**src/ccw_pkg.sv**
```systemverilog
// ccw_pkg: register map, field layout and timing for comparator control
// assumes a plain strobe register port on mclk at 20 MHz
package ccw_pkg;
   // register offsets (byte addresses, one word each)
   localparam logic [7:0] CCW_CTRL_OFS    = 8'h00;
   localparam logic [7:0] CCW_INTCFG_OFS  = 8'h04;
   localparam logic [7:0] CCW_STATUS_OFS  = 8'h08;
   localparam logic [7:0] CCW_IRQ_ST_OFS  = 8'h0C;
   localparam logic [7:0] CCW_IRQ_MSK_OFS = 8'h10;
   localparam logic [7:0] CCW_WAKE_OFS    = 8'h14;

   // control register fields
   localparam int CCW_CTRL_EN_BIT   = 0;
   localparam int CCW_CTRL_SIG_BIT  = 1;
   localparam int CCW_CTRL_REF_BIT  = 2;
   localparam int CCW_CTRL_HYS_LSB  = 3;
   localparam int CCW_CTRL_LP_BIT   = 5;
   // interrupt config fields
   localparam int CCW_INT_EN_BIT    = 0;
   localparam int CCW_INT_RISE_BIT  = 1;
   // status fields
   localparam int CCW_ST_OUT_BIT    = 0;
   localparam int CCW_ST_RUN_BIT    = 1;
   localparam int CCW_ST_LP_BIT     = 2;
   // event bits in status/mask
   localparam int CCW_EV_EDGE_BIT   = 0;
   localparam int CCW_EV_WAKE_BIT   = 1;
   localparam int CCW_EV_W          = 2;

   localparam logic [31:0] CCW_CTRL_RST  = 32'h0000_0000;
   localparam logic [31:0] CCW_INT_RST   = 32'h0000_0000;
   localparam logic [CCW_EV_W-1:0] CCW_MSK_RST = 2'h0;

   // hysteresis codes
   typedef enum logic [1:0] {
      CCW_HYS_0MV  = 2'h0,
      CCW_HYS_5MV  = 2'h1,
      CCW_HYS_10MV = 2'h2,
      CCW_HYS_20MV = 2'h3
   } ccw_hys_t;

   // settling windows for the analogue output, in ns
   localparam int CCW_STD_SETTLE_NS = 1000;
   localparam int CCW_LP_SETTLE_NS  = 10000;
   localparam int CCW_CLK_NS        = 50;
   localparam int CCW_STD_SETTLE_CYC = (CCW_STD_SETTLE_NS + CCW_CLK_NS - 1) / CCW_CLK_NS;
   localparam int CCW_LP_SETTLE_CYC  = (CCW_LP_SETTLE_NS + CCW_CLK_NS - 1) / CCW_CLK_NS;
endpackage : ccw_pkg

```
**src/ccw_comparator_control_wake.sv**
```systemverilog
// ccw_comparator_control_wake: control, status and events of one threshold comparator
// assumes an analogue comparator macro driven by the cmp_* outputs and
// returning its raw level asynchronously on ana_out
`timescale 1ns/1ns
module ccw_comparator_control_wake
   import ccw_pkg::*;
#(
   parameter int STD_SETTLE = CCW_STD_SETTLE_CYC,
   parameter int LP_SETTLE  = CCW_LP_SETTLE_CYC
) (
   // clock and reset
   input  wire logic        mclk,
   input  wire logic        rst_b,
   // register port
   input  wire logic [7:0]  reg_addr,
   input  wire logic [31:0] reg_wdata,
   input  wire logic        reg_wr,
   input  wire logic        reg_rd,
   output logic [31:0]      reg_rdata,
   // power state from system controller
   input  wire logic        sleep_req,
   // analogue macro
   input  wire logic        ana_out,
   output logic             cmp_enable,
   output logic             cmp_low_power,
   output logic             cmp_sig_on_neg,
   output logic             cmp_ref_internal,
   output logic [1:0]       cmp_hyst,
   // pin ownership
   output logic             pins_owned,
   // interrupts
   output logic             sysctrl_irq,
   output logic             analog_irq,
   output logic             wake_req
);
   initial begin
      if (STD_SETTLE < 1 || LP_SETTLE < STD_SETTLE || LP_SETTLE > 4095)
         $error("ccw: settle counts out of range");
   end

   // register state
   logic                run_q;
   logic                sig_neg_q;
   logic                ref_int_q;
   logic [1:0]          hyst_q;
   logic                lp_q;
   logic                int_en_q;
   logic                int_rise_q;
   logic [CCW_EV_W-1:0] ev_st_q;
   logic [CCW_EV_W-1:0] ev_msk_q;
   logic                out_q;
   logic                out_prev_q;
   logic [31:0]         rdata_q;
   logic                sleep_q;

   // decoded strobes
   logic wr_ctrl;
   logic wr_int;
   logic wr_irq_st;
   logic wr_msk;
   logic wr_wake;

   assign wr_ctrl   = reg_wr && (reg_addr == CCW_CTRL_OFS);
   assign wr_int    = reg_wr && (reg_addr == CCW_INTCFG_OFS);
   assign wr_irq_st = reg_wr && (reg_addr == CCW_IRQ_ST_OFS);
   assign wr_msk    = reg_wr && (reg_addr == CCW_IRQ_MSK_OFS);
   assign wr_wake   = reg_wr && (reg_addr == CCW_WAKE_OFS);

   // synchronised analogue output and sleep level
   logic ana_s;
   logic sleep_s;

   ccw_sync u_sync_out (
      .mclk  (mclk),
      .rst_b (rst_b),
      .d     (ana_out),
      .q     (ana_s)
   );

   ccw_sync u_sync_sleep (
      .mclk  (mclk),
      .rst_b (rst_b),
      .d     (sleep_req),
      .q     (sleep_s)
   );

   // control register; config is only taken on the enable write that starts a stopped core
   logic en_bit;
   logic en_rise;
   assign en_bit  = reg_wdata[CCW_CTRL_EN_BIT];
   assign en_rise = wr_ctrl && en_bit && !run_q;

   always_ff @(posedge mclk or negedge rst_b) begin
      if (!rst_b) begin
         run_q     <= CCW_CTRL_RST[CCW_CTRL_EN_BIT];
         sig_neg_q <= CCW_CTRL_RST[CCW_CTRL_SIG_BIT];
         ref_int_q <= CCW_CTRL_RST[CCW_CTRL_REF_BIT];
         hyst_q    <= CCW_CTRL_RST[CCW_CTRL_HYS_LSB +: 2];
      end else if (wr_ctrl) begin
         run_q <= en_bit;
         if (en_rise) begin
            sig_neg_q <= reg_wdata[CCW_CTRL_SIG_BIT];
            ref_int_q <= reg_wdata[CCW_CTRL_REF_BIT];
            hyst_q    <= reg_wdata[CCW_CTRL_HYS_LSB +: 2];
         end
      end
   end

   // power mode: enable starts in standard power, own bit changes it later
   always_ff @(posedge mclk or negedge rst_b) begin
      if (!rst_b)
         lp_q <= CCW_CTRL_RST[CCW_CTRL_LP_BIT];
      else if (en_rise)
         lp_q <= 1'b0;
      else if (wr_ctrl)
         lp_q <= reg_wdata[CCW_CTRL_LP_BIT];
   end

   always_ff @(posedge mclk or negedge rst_b) begin
      if (!rst_b)
         sleep_q <= 1'b0;
      else
         sleep_q <= sleep_s;
   end

   // interrupt config: enable and polarity in one write
   always_ff @(posedge mclk or negedge rst_b) begin
      if (!rst_b) begin
         int_en_q   <= CCW_INT_RST[CCW_INT_EN_BIT];
         int_rise_q <= CCW_INT_RST[CCW_INT_RISE_BIT];
      end else if (wr_int) begin
         int_en_q   <= reg_wdata[CCW_INT_EN_BIT];
         int_rise_q <= reg_wdata[CCW_INT_RISE_BIT];
      end
   end

   // analogue macro controls
   logic lp_eff;
   assign lp_eff           = lp_q || sleep_s;
   assign cmp_enable       = run_q;
   assign cmp_low_power    = lp_eff;
   assign cmp_sig_on_neg   = sig_neg_q;
   assign cmp_ref_internal = ref_int_q && !sleep_s;
   assign cmp_hyst         = hyst_q;
   assign pins_owned       = run_q;

   // settling: raw output is untrusted after start, mode or config change
   logic        settle_start;
   logic        settling;
   logic [11:0] settle_cyc;
   assign settle_start = en_rise || (wr_ctrl && run_q) || (sleep_s != sleep_q);
   assign settle_cyc   = lp_eff ? 12'(LP_SETTLE) : 12'(STD_SETTLE);

   ccw_settle #(
      .CNT_W (12)
   ) u_settle (
      .mclk   (mclk),
      .rst_b  (rst_b),
      .start  (settle_start),
      .cycles (settle_cyc),
      .busy   (settling)
   );

   // reported output; hysteresis lives in the macro thresholds
   always_ff @(posedge mclk or negedge rst_b) begin
      if (!rst_b)
         out_q <= 1'b0;
      else if (!run_q)
         out_q <= 1'b0;
      else if (!settling)
         out_q <= ana_s;
   end

   always_ff @(posedge mclk or negedge rst_b) begin
      if (!rst_b)
         out_prev_q <= 1'b0;
      else
         out_prev_q <= out_q;
   end

   // edge qualification: only the configured polarity counts
   // out_q is frozen while settling, so no settle gate here; one would drop
   // an edge whose compare cycle meets a settle restart
   logic edge_hit;
   assign edge_hit = run_q && int_en_q &&
                     (int_rise_q ? (out_q && !out_prev_q)
                                 : (!out_q && out_prev_q));

   // sticky events; set beats a write-one clear in the same cycle
   logic [CCW_EV_W-1:0] ev_set;
   logic [CCW_EV_W-1:0] ev_clr;
   always_comb begin
      ev_set = '0;
      ev_set[CCW_EV_EDGE_BIT] = edge_hit;
      ev_set[CCW_EV_WAKE_BIT] = edge_hit && sleep_s;
      ev_clr = '0;
      if (wr_irq_st)
         ev_clr = reg_wdata[CCW_EV_W-1:0];
      if (wr_wake)
         ev_clr[CCW_EV_WAKE_BIT] = reg_wdata[0];
   end

   always_ff @(posedge mclk or negedge rst_b) begin
      if (!rst_b)
         ev_st_q <= '0;
      else
         ev_st_q <= (ev_st_q & ~ev_clr) | ev_set;
   end

   always_ff @(posedge mclk or negedge rst_b) begin
      if (!rst_b)
         ev_msk_q <= CCW_MSK_RST;
      else if (wr_msk)
         ev_msk_q <= reg_wdata[CCW_EV_W-1:0];
   end

   // system request held while flag, mask and enable stand together; wake request needs only flag and enable
   assign sysctrl_irq = int_en_q && |(ev_st_q & ev_msk_q);
   assign analog_irq  = 1'b0;
   assign wake_req    = int_en_q && ev_st_q[CCW_EV_WAKE_BIT];

   // read path, one cycle later; reads never touch state
   always_ff @(posedge mclk or negedge rst_b) begin
      if (!rst_b)
         rdata_q <= 32'h0000_0000;
      else if (reg_rd) begin
         rdata_q <= 32'h0000_0000;
         unique case (reg_addr)
            CCW_CTRL_OFS: begin
               rdata_q[CCW_CTRL_EN_BIT]          <= run_q;
               rdata_q[CCW_CTRL_SIG_BIT]         <= sig_neg_q;
               rdata_q[CCW_CTRL_REF_BIT]         <= ref_int_q;
               rdata_q[CCW_CTRL_HYS_LSB +: 2]    <= hyst_q;
               rdata_q[CCW_CTRL_LP_BIT]          <= lp_q;
            end
            CCW_INTCFG_OFS: begin
               rdata_q[CCW_INT_EN_BIT]   <= int_en_q;
               rdata_q[CCW_INT_RISE_BIT] <= int_rise_q;
            end
            CCW_STATUS_OFS: begin
               rdata_q[CCW_ST_OUT_BIT] <= out_q;
               rdata_q[CCW_ST_RUN_BIT] <= run_q;
               rdata_q[CCW_ST_LP_BIT]  <= lp_eff;
            end
            CCW_IRQ_ST_OFS:  rdata_q[CCW_EV_W-1:0] <= ev_st_q;
            CCW_IRQ_MSK_OFS: rdata_q[CCW_EV_W-1:0] <= ev_msk_q;
            CCW_WAKE_OFS:    rdata_q[0] <= ev_st_q[CCW_EV_WAKE_BIT];
            default:         rdata_q <= 32'h0000_0000;
         endcase
      end else
         rdata_q <= 32'h0000_0000;
   end

   assign reg_rdata = rdata_q;
endmodule : ccw_comparator_control_wake

```
**src/ccw_settle.sv**
```systemverilog
// ccw_settle: masks the analogue output while it settles after a change
// assumes start pulses on the same clock
`timescale 1ns/1ns
module ccw_settle #(
   parameter int CNT_W = 12
) (
   // clock and reset
   input  wire logic             mclk,
   input  wire logic             rst_b,
   // control
   input  wire logic             start,
   input  wire logic [CNT_W-1:0] cycles,
   output logic                  busy
);
   logic [CNT_W-1:0] cnt_q;

   always_ff @(posedge mclk or negedge rst_b) begin
      if (!rst_b)
         cnt_q <= '0;
      else if (start)
         cnt_q <= cycles;
      else if (cnt_q != '0)
         cnt_q <= cnt_q - 1'b1;
   end

   assign busy = (cnt_q != '0);
endmodule : ccw_settle

```
**src/ccw_sync.sv**
```systemverilog
// ccw_sync: two-flop synchroniser for one asynchronous level
// assumes d is asynchronous to mclk
`timescale 1ns/1ns
module ccw_sync (
   // clock and reset
   input  wire logic mclk,
   input  wire logic rst_b,
   // level
   input  wire logic d,
   output logic      q
);
   logic meta_q;

   always_ff @(posedge mclk or negedge rst_b) begin
      if (!rst_b) begin
         meta_q <= 1'b0;
         q      <= 1'b0;
      end else begin
         meta_q <= d;
         q      <= meta_q;
      end
   end
endmodule : ccw_sync
```
**config.mk**
```make
export PLATFORM = sky130hd
export DESIGN_NAME = ccw_comparator_control_wake
export DESIGN_NICKNAME = d
export VERILOG_FILES = /design/src/ccw_pkg.sv /design/src/ccw_comparator_control_wake.sv /design/src/ccw_settle.sv /design/src/ccw_sync.sv
export SDC_FILE = /design/constraint.sdc
export NUM_CORES = 1
export LEC_CHECK = 0
export ABC_AREA = 1
export ABC_CLOCK_PERIOD_IN_PS = 1300
export BUFFER_PORTS_ARGS = -buffer_cell sky130_fd_sc_hd__buf_2
export CAP_MARGIN = 20
export CELL_PAD_IN_SITES_DETAIL_PLACEMENT = 0
export CELL_PAD_IN_SITES_GLOBAL_PLACEMENT = 1
export CORE_ASPECT_RATIO = 1.75
export CORE_MARGIN = 1
export CORE_UTILIZATION = 31
export DETAILED_ROUTE_END_ITERATION = 8
export GPL_TIMING_DRIVEN = 1
export HOLD_SLACK_MARGIN = 0.06
export PLACE_DENSITY_LB_ADDON = 0.08
export SKIP_CTS_REPAIR_TIMING = 1
export SYNTH_ARGS = -nofsm -noshare
export SYNTH_HDL_FRONTEND = slang
export SYNTH_SLANG_ARGS = --single-unit
export TNS_END_PERCENT = 1
```
**constraint.sdc**
```tcl
create_clock -name mclk -period 1.3 [get_ports mclk]
set_input_delay 0.13 -clock mclk [delete_from_list [all_inputs] [get_ports mclk]]
set_output_delay 0.13 -clock mclk [all_outputs]
set_load 0.02 [all_outputs]
```
### Word level (Yosys, flattened, before mapping)

Cells that the tools add are included.

* register bits: 63
* input bits: 46
* output and inout bits: 42
* logic and storage cells: 74

* add/subtract/negate cells: 1
* equality and inequality tests: 7
* muxes and demuxes: 15
* bitwise operators: 4
* reductions and logical operators: 29

Operator list (number)
* 12-bit two-way mux: 2
* 8-bit by 4-bit equality test with 1-bit output (second input constant): 2
* 8-bit by 5-bit equality test with 1-bit output (second input constant): 2
* 1-bit logical AND: 16
* 12-bit nonzero test: 1
* 12-bit by 1-bit subtractor with 12-bit output (second input constant): 1
* 8-bit by 3-bit equality test with 1-bit output (second input constant): 1
* 8-bit logical NOT: 1
* 8-bit two-way mux: 1
* 1-bit two-way mux: 6
* 6-bit two-way mux: 1
* 1-bit case mux with 6 select lines: 1
* 1-bit case mux with 5 select lines: 1
* 2-bit AND: 2
* 1-bit logical NOT: 4
* 2-bit nonzero test: 2
* 1-bit logical OR: 3
* 3-bit two-way mux: 1
* 2-bit two-way mux: 1
* 2-bit inequality test (second input constant): 1
* 2-bit NOT: 1
* 2-bit bitwise OR: 1
* 1-bit case mux with 2 select lines: 1
* 2-bit AND reduction: 1
* 2 further kinds: 2

### Logic depth before layout (Yosys ltp)

* depth in word-level cells: 7
* gate-level depth with buffers: 9
* depth with buffers taken out: 9

### Hierarchy

Synthesis repeated with hierarchy kept, for this count alone.

* cell total of the unflattened synthesis: 293
* area, all modules: 2297.2 sq um

By module, submodules not included
* ccw_comparator_control_wake: times used 1, cells each 168, area an instance 1321.3 sq um
* ccw_settle: times used 1, cells each 121, area an instance 875.8 sq um
* ccw_sync: times used 2, cells each 2, area an instance 50.0 sq um

### Least setup slack after synthesis

No wires, ideal clock.

* path type: reg2reg
* start point: register u_settle.cnt_q[0]
* end point: register u_settle.cnt_q[0]
* setup time: 0.065 ns
* data arrival time: 1.311 ns
* required time: 1.235 ns
* path slack: -0.076 ns
* cell stages (with the launch flop): 9
* period minus slack after synthesis: 1.376 ns
* cell sequence: dfrtp_1 -> inv_1 -> ha_1 -> nand2_2 -> nor3_4 -> inv_2 -> nor2_4 -> nand2_1 -> nand2_1

* longest elaborated chain between the ends: 3

Ends and longest elaborated chain
* start, declared: RTL line ccw_settle.sv:15 `logic [CNT_W-1:0] cnt_q;`
* start signal, assigned: RTL line ccw_settle.sv:21 `cnt_q <= cycles;`
* start signal, assigned: RTL line ccw_settle.sv:23 `cnt_q <= cnt_q - 1'b1;`
* 12-bit by 1-bit subtractor with 12-bit output: RTL line ccw_settle.sv:23
* 12-bit two-way mux: RTL line ccw_settle.sv:22 `else if (cnt_q != '0)`
* 12-bit two-way mux: RTL line ccw_settle.sv:20 `else if (start)`

Several ways; a longest one is shown, not always the timed one. The select of a mux whose other input is x is not followed.
A chain may end at the register's enable or synchronous reset.

### Worst setup path in the final report

* start point: register u_settle.cnt_q[2]
* end point: register u_settle.cnt_q[1]

* longest elaborated chain between the ends: 2

Ends and longest elaborated chain (RTL line)
* 12-bit nonzero test: ccw_settle.sv:22
* 2-bit nonzero test (no source line)

Every way passes these cells.

==> impl_metrics.env <==
export IMPL_reg2reg_slack_ns=-0.04
export IMPL_ios=88
export IMPL_synth_area_leaders="dfrtp_1, nand2_1, buf_4, inv_1, nand3_1"
export IMPL_end_kind="register"
export IMPL_final_cell_mix="nand2_1, dfrtp_1, inv_1"
export IMPL_post_route_period_util_pct=103.0
export IMPL_pre_cts_slack_ns=-0.2066
export IMPL_synthCells=289
export IMPL_regArea_um2=928.4
export IMPL_dr_pass1_iters=4
export IMPL_nets=414
export IMPL_dpl_cell_area_um2=2614
export IMPL_clockPowerShare_pct=31.7
export IMPL_syn_mean_instance_area_um2=7.607
export IMPL_wl_per_cell_um=12.48
export IMPL_num_antenna_cells=0
export IMPL_hold_violations=0
export IMPL_core_area_um2=6857
export IMPL_p_seq_share_pct=32.0
export IMPL_critPathKind="reg -> reg"
export IMPL_yosysUniqueCellTypes=25
export IMPL_drv_slew=0
export IMPL_final_common_cell="nand2_1"
export IMPL_synth_top_area_share_pct=42.12
export IMPL_powerDensity_nw_per_um2=1486
export IMPL_fin_crit_ns=1.339
export IMPL_cts_htree_levels=2
export IMPL_synth_area_mux_share_pct=0
export IMPL_syn_to_final_growth_pct=36.65
export IMPL_finClkSkew_ns=0.002356
export IMPL_critPathArrivalTime_ns=1.51
export IMPL_clk_latency_ns=0.28
export IMPL_yosys_area_share_simple_pct=33.24
export IMPL_die_area_um2=7445
export IMPL_gr_total_overflow=0
export IMPL_cts_root_buffer="clkbuf_16"
export IMPL_seq_area_frac_synth_pct=42.12
export IMPL_comb_power_share_pct=36.3
export IMPL_gp_congestion=0.8015
export IMPL_power_internal_mw=2.969
export IMPL_ant_nets=0
export IMPL_path_clk_slew_ns=0.06
export IMPL_final_util_pct=43.81
export IMPL_drive_gt1_share_pct=33.51
export IMPL_setup_ws_ns=-0.03857
export IMPL_cts_tree="built"
export IMPL_start_kind="register"
export IMPL_grt_pass1_wl_mm=8.859
export IMPL_p_sw_share_pct=33.49
export IMPL_grt_max_degree=38
export IMPL_leakage_nw=1.582
export IMPL_ir_drop_mv=0.6046
export IMPL_violations="setup timing"
export IMPL_max_freq_ghz=0.7471
export IMPL_drt_iter0_drc=37
export IMPL_yosysTopAreaCell="dfrtp_1"
export IMPL_status="finished, violations left"
export IMPL_p_sw_mw=1.495
export IMPL_cp_data_required_time_ns=1.47
export IMPL_synth_top_family_by_area="simple AND/OR/NAND/NOR gates"
export IMPL_synthesis_area_um2=2198
export IMPL_vias_per_cell=4.344
export IMPL_setup_violations=6
export IMPL_die_y_um=113.4
export IMPL_design_area_um2=3004
export IMPL_hp_class="in -> reg"
export IMPL_cts_sinks=37
export IMPL_cap_violations=0
export IMPL_drc_errors=0
export IMPL_cts_path_max_buffers=2
export IMPL_dp_hpwl_mm=4.379
export IMPL_initial_utilization_pct=32.06
export IMPL_synth_fa_ha_area_share_pct=1.138
export IMPL_cts_buffers=5
export IMPL_num_vias=1959
export IMPL_multiInputGateArea_um2=1147
export IMPL_yosys_warnings=0
export IMPL_rsz0062_at_grt="yes"
export IMPL_ys_ff_latch=37
export IMPL_fp_row_count=40
export IMPL_numPortBuffers=34
export IMPL_synth_xor_area_share_pct=1.992
export IMPL_crit_fanout=4
export IMPL_grtUsageTotal_pct=16.18
export IMPL_grt_pass1_vias=1955
export IMPL_antenna_found_initial=0
export IMPL_synth_compound_area_share_pct=4.781
export IMPL_die_x_um=65.66
export IMPL_fillerInstances=738
export IMPL_finalWirelength_mm=5.630
final cells by class:
type	count	area share, %
multi-input combinational	209	38.19
inverter	41	5.123
timing repair buffer	72	16.53
clock inverter	1	0.9996
clock buffer	7	4.748
tap	84	3.499
sequential	37	30.90
flip-flops by register name, summed over array words and instances (netlist names):
name / flops
out_prev_q: 1
lp_q: 1
u_settle.cnt_q: 12
u_sync_out.meta_q: 1
u_sync_sleep.q: 1
sleep_q: 1
ev_st_q: 2
cmp_enable: 1
reg_rdata: 6
u_sync_out.q: 1
int_rise_q: 1
cmp_sig_on_neg: 1
int_en_q: 1
u_sync_sleep.meta_q: 1
ev_msk_q: 2
ref_int_q: 1
cmp_hyst: 2
out_q: 1
metal layers:
layer | share of wire, % | track usage [%]
met5 | 0 | 0
met4 | 3.6 | 8.551
met3 | 2.7 | 3.000
met2 | 59 | 30.88
met1 | 35 | 15.58
cell usage after synthesis (all sizes together):
cell     n
conb     1
nand3   29
o21ai   12
nand2   71
inv     41
o21bai   1
and2     1
nor2    40
xor2     3
xnor2    2
dfrtp   37
a21boi   1
a21oi    6
nand3b   1
nand4    6
nor3     7
buf     28
ha       2
power by group through the flow:
stage,registers [mW],logic (mW),clock network [mW]
3_5_place_dp,1.42,1.27,0
4_1_cts,1.40,1.28,1.45
3_3_place_gp,1.43,1.27,0
6_report,1.43,1.62,1.41
5_1_grt,1.45,1.79,1.49
2_1_floorplan,1.44,0.795,0
path summary, 6_finish.rpt:
path,start,endpoint,cells after the start
max reg2reg,u_settle.cnt_q[2],u_settle.cnt_q[1],7
max in group asynchronous,rst_b,u_settle.cnt_q[4],3
min reg2reg,u_sync_sleep.meta_q,u_sync_sleep.q,0
max,u_settle.cnt_q[2],u_settle.cnt_q[1],7
min,reg_wdata[5],lp_q,3
min in group asynchronous,rst_b,u_settle.cnt_q[9],3
cells by family after synthesis:
kind of cell	Yosys count
DFF	37
other	1
buffers and inverters	69
AOI/OAI and AO/OA	20
xor gates and xnor gates	5
adders and majority gates	2
and+or+nand+nor	155
through the flow:
step	hold slack [ns]	instances	TNS [ns]	power, mW
floorplan	-0.1656	315	0	2.240
global placement	0.1170	436	-1.128	2.696
detailed placement	0.1166	436	-1.268	2.698
CTS	-0.1819	444	-1.602	4.142
global route	0.1086	451	-1.070	4.732
finish	0.08692	451	-0.1461	4.464
critical path: stages (launching register included):
cell and delay, ns:
dfrtp_1 0.41, nor2_4 0.17, buf_6 0.12, nand2_4 0.04, nor2_4 0.11, nand4_1 0.17, nand3_1 0.14, nand2_1 0.05
Power figures use the tool's default switching activity.
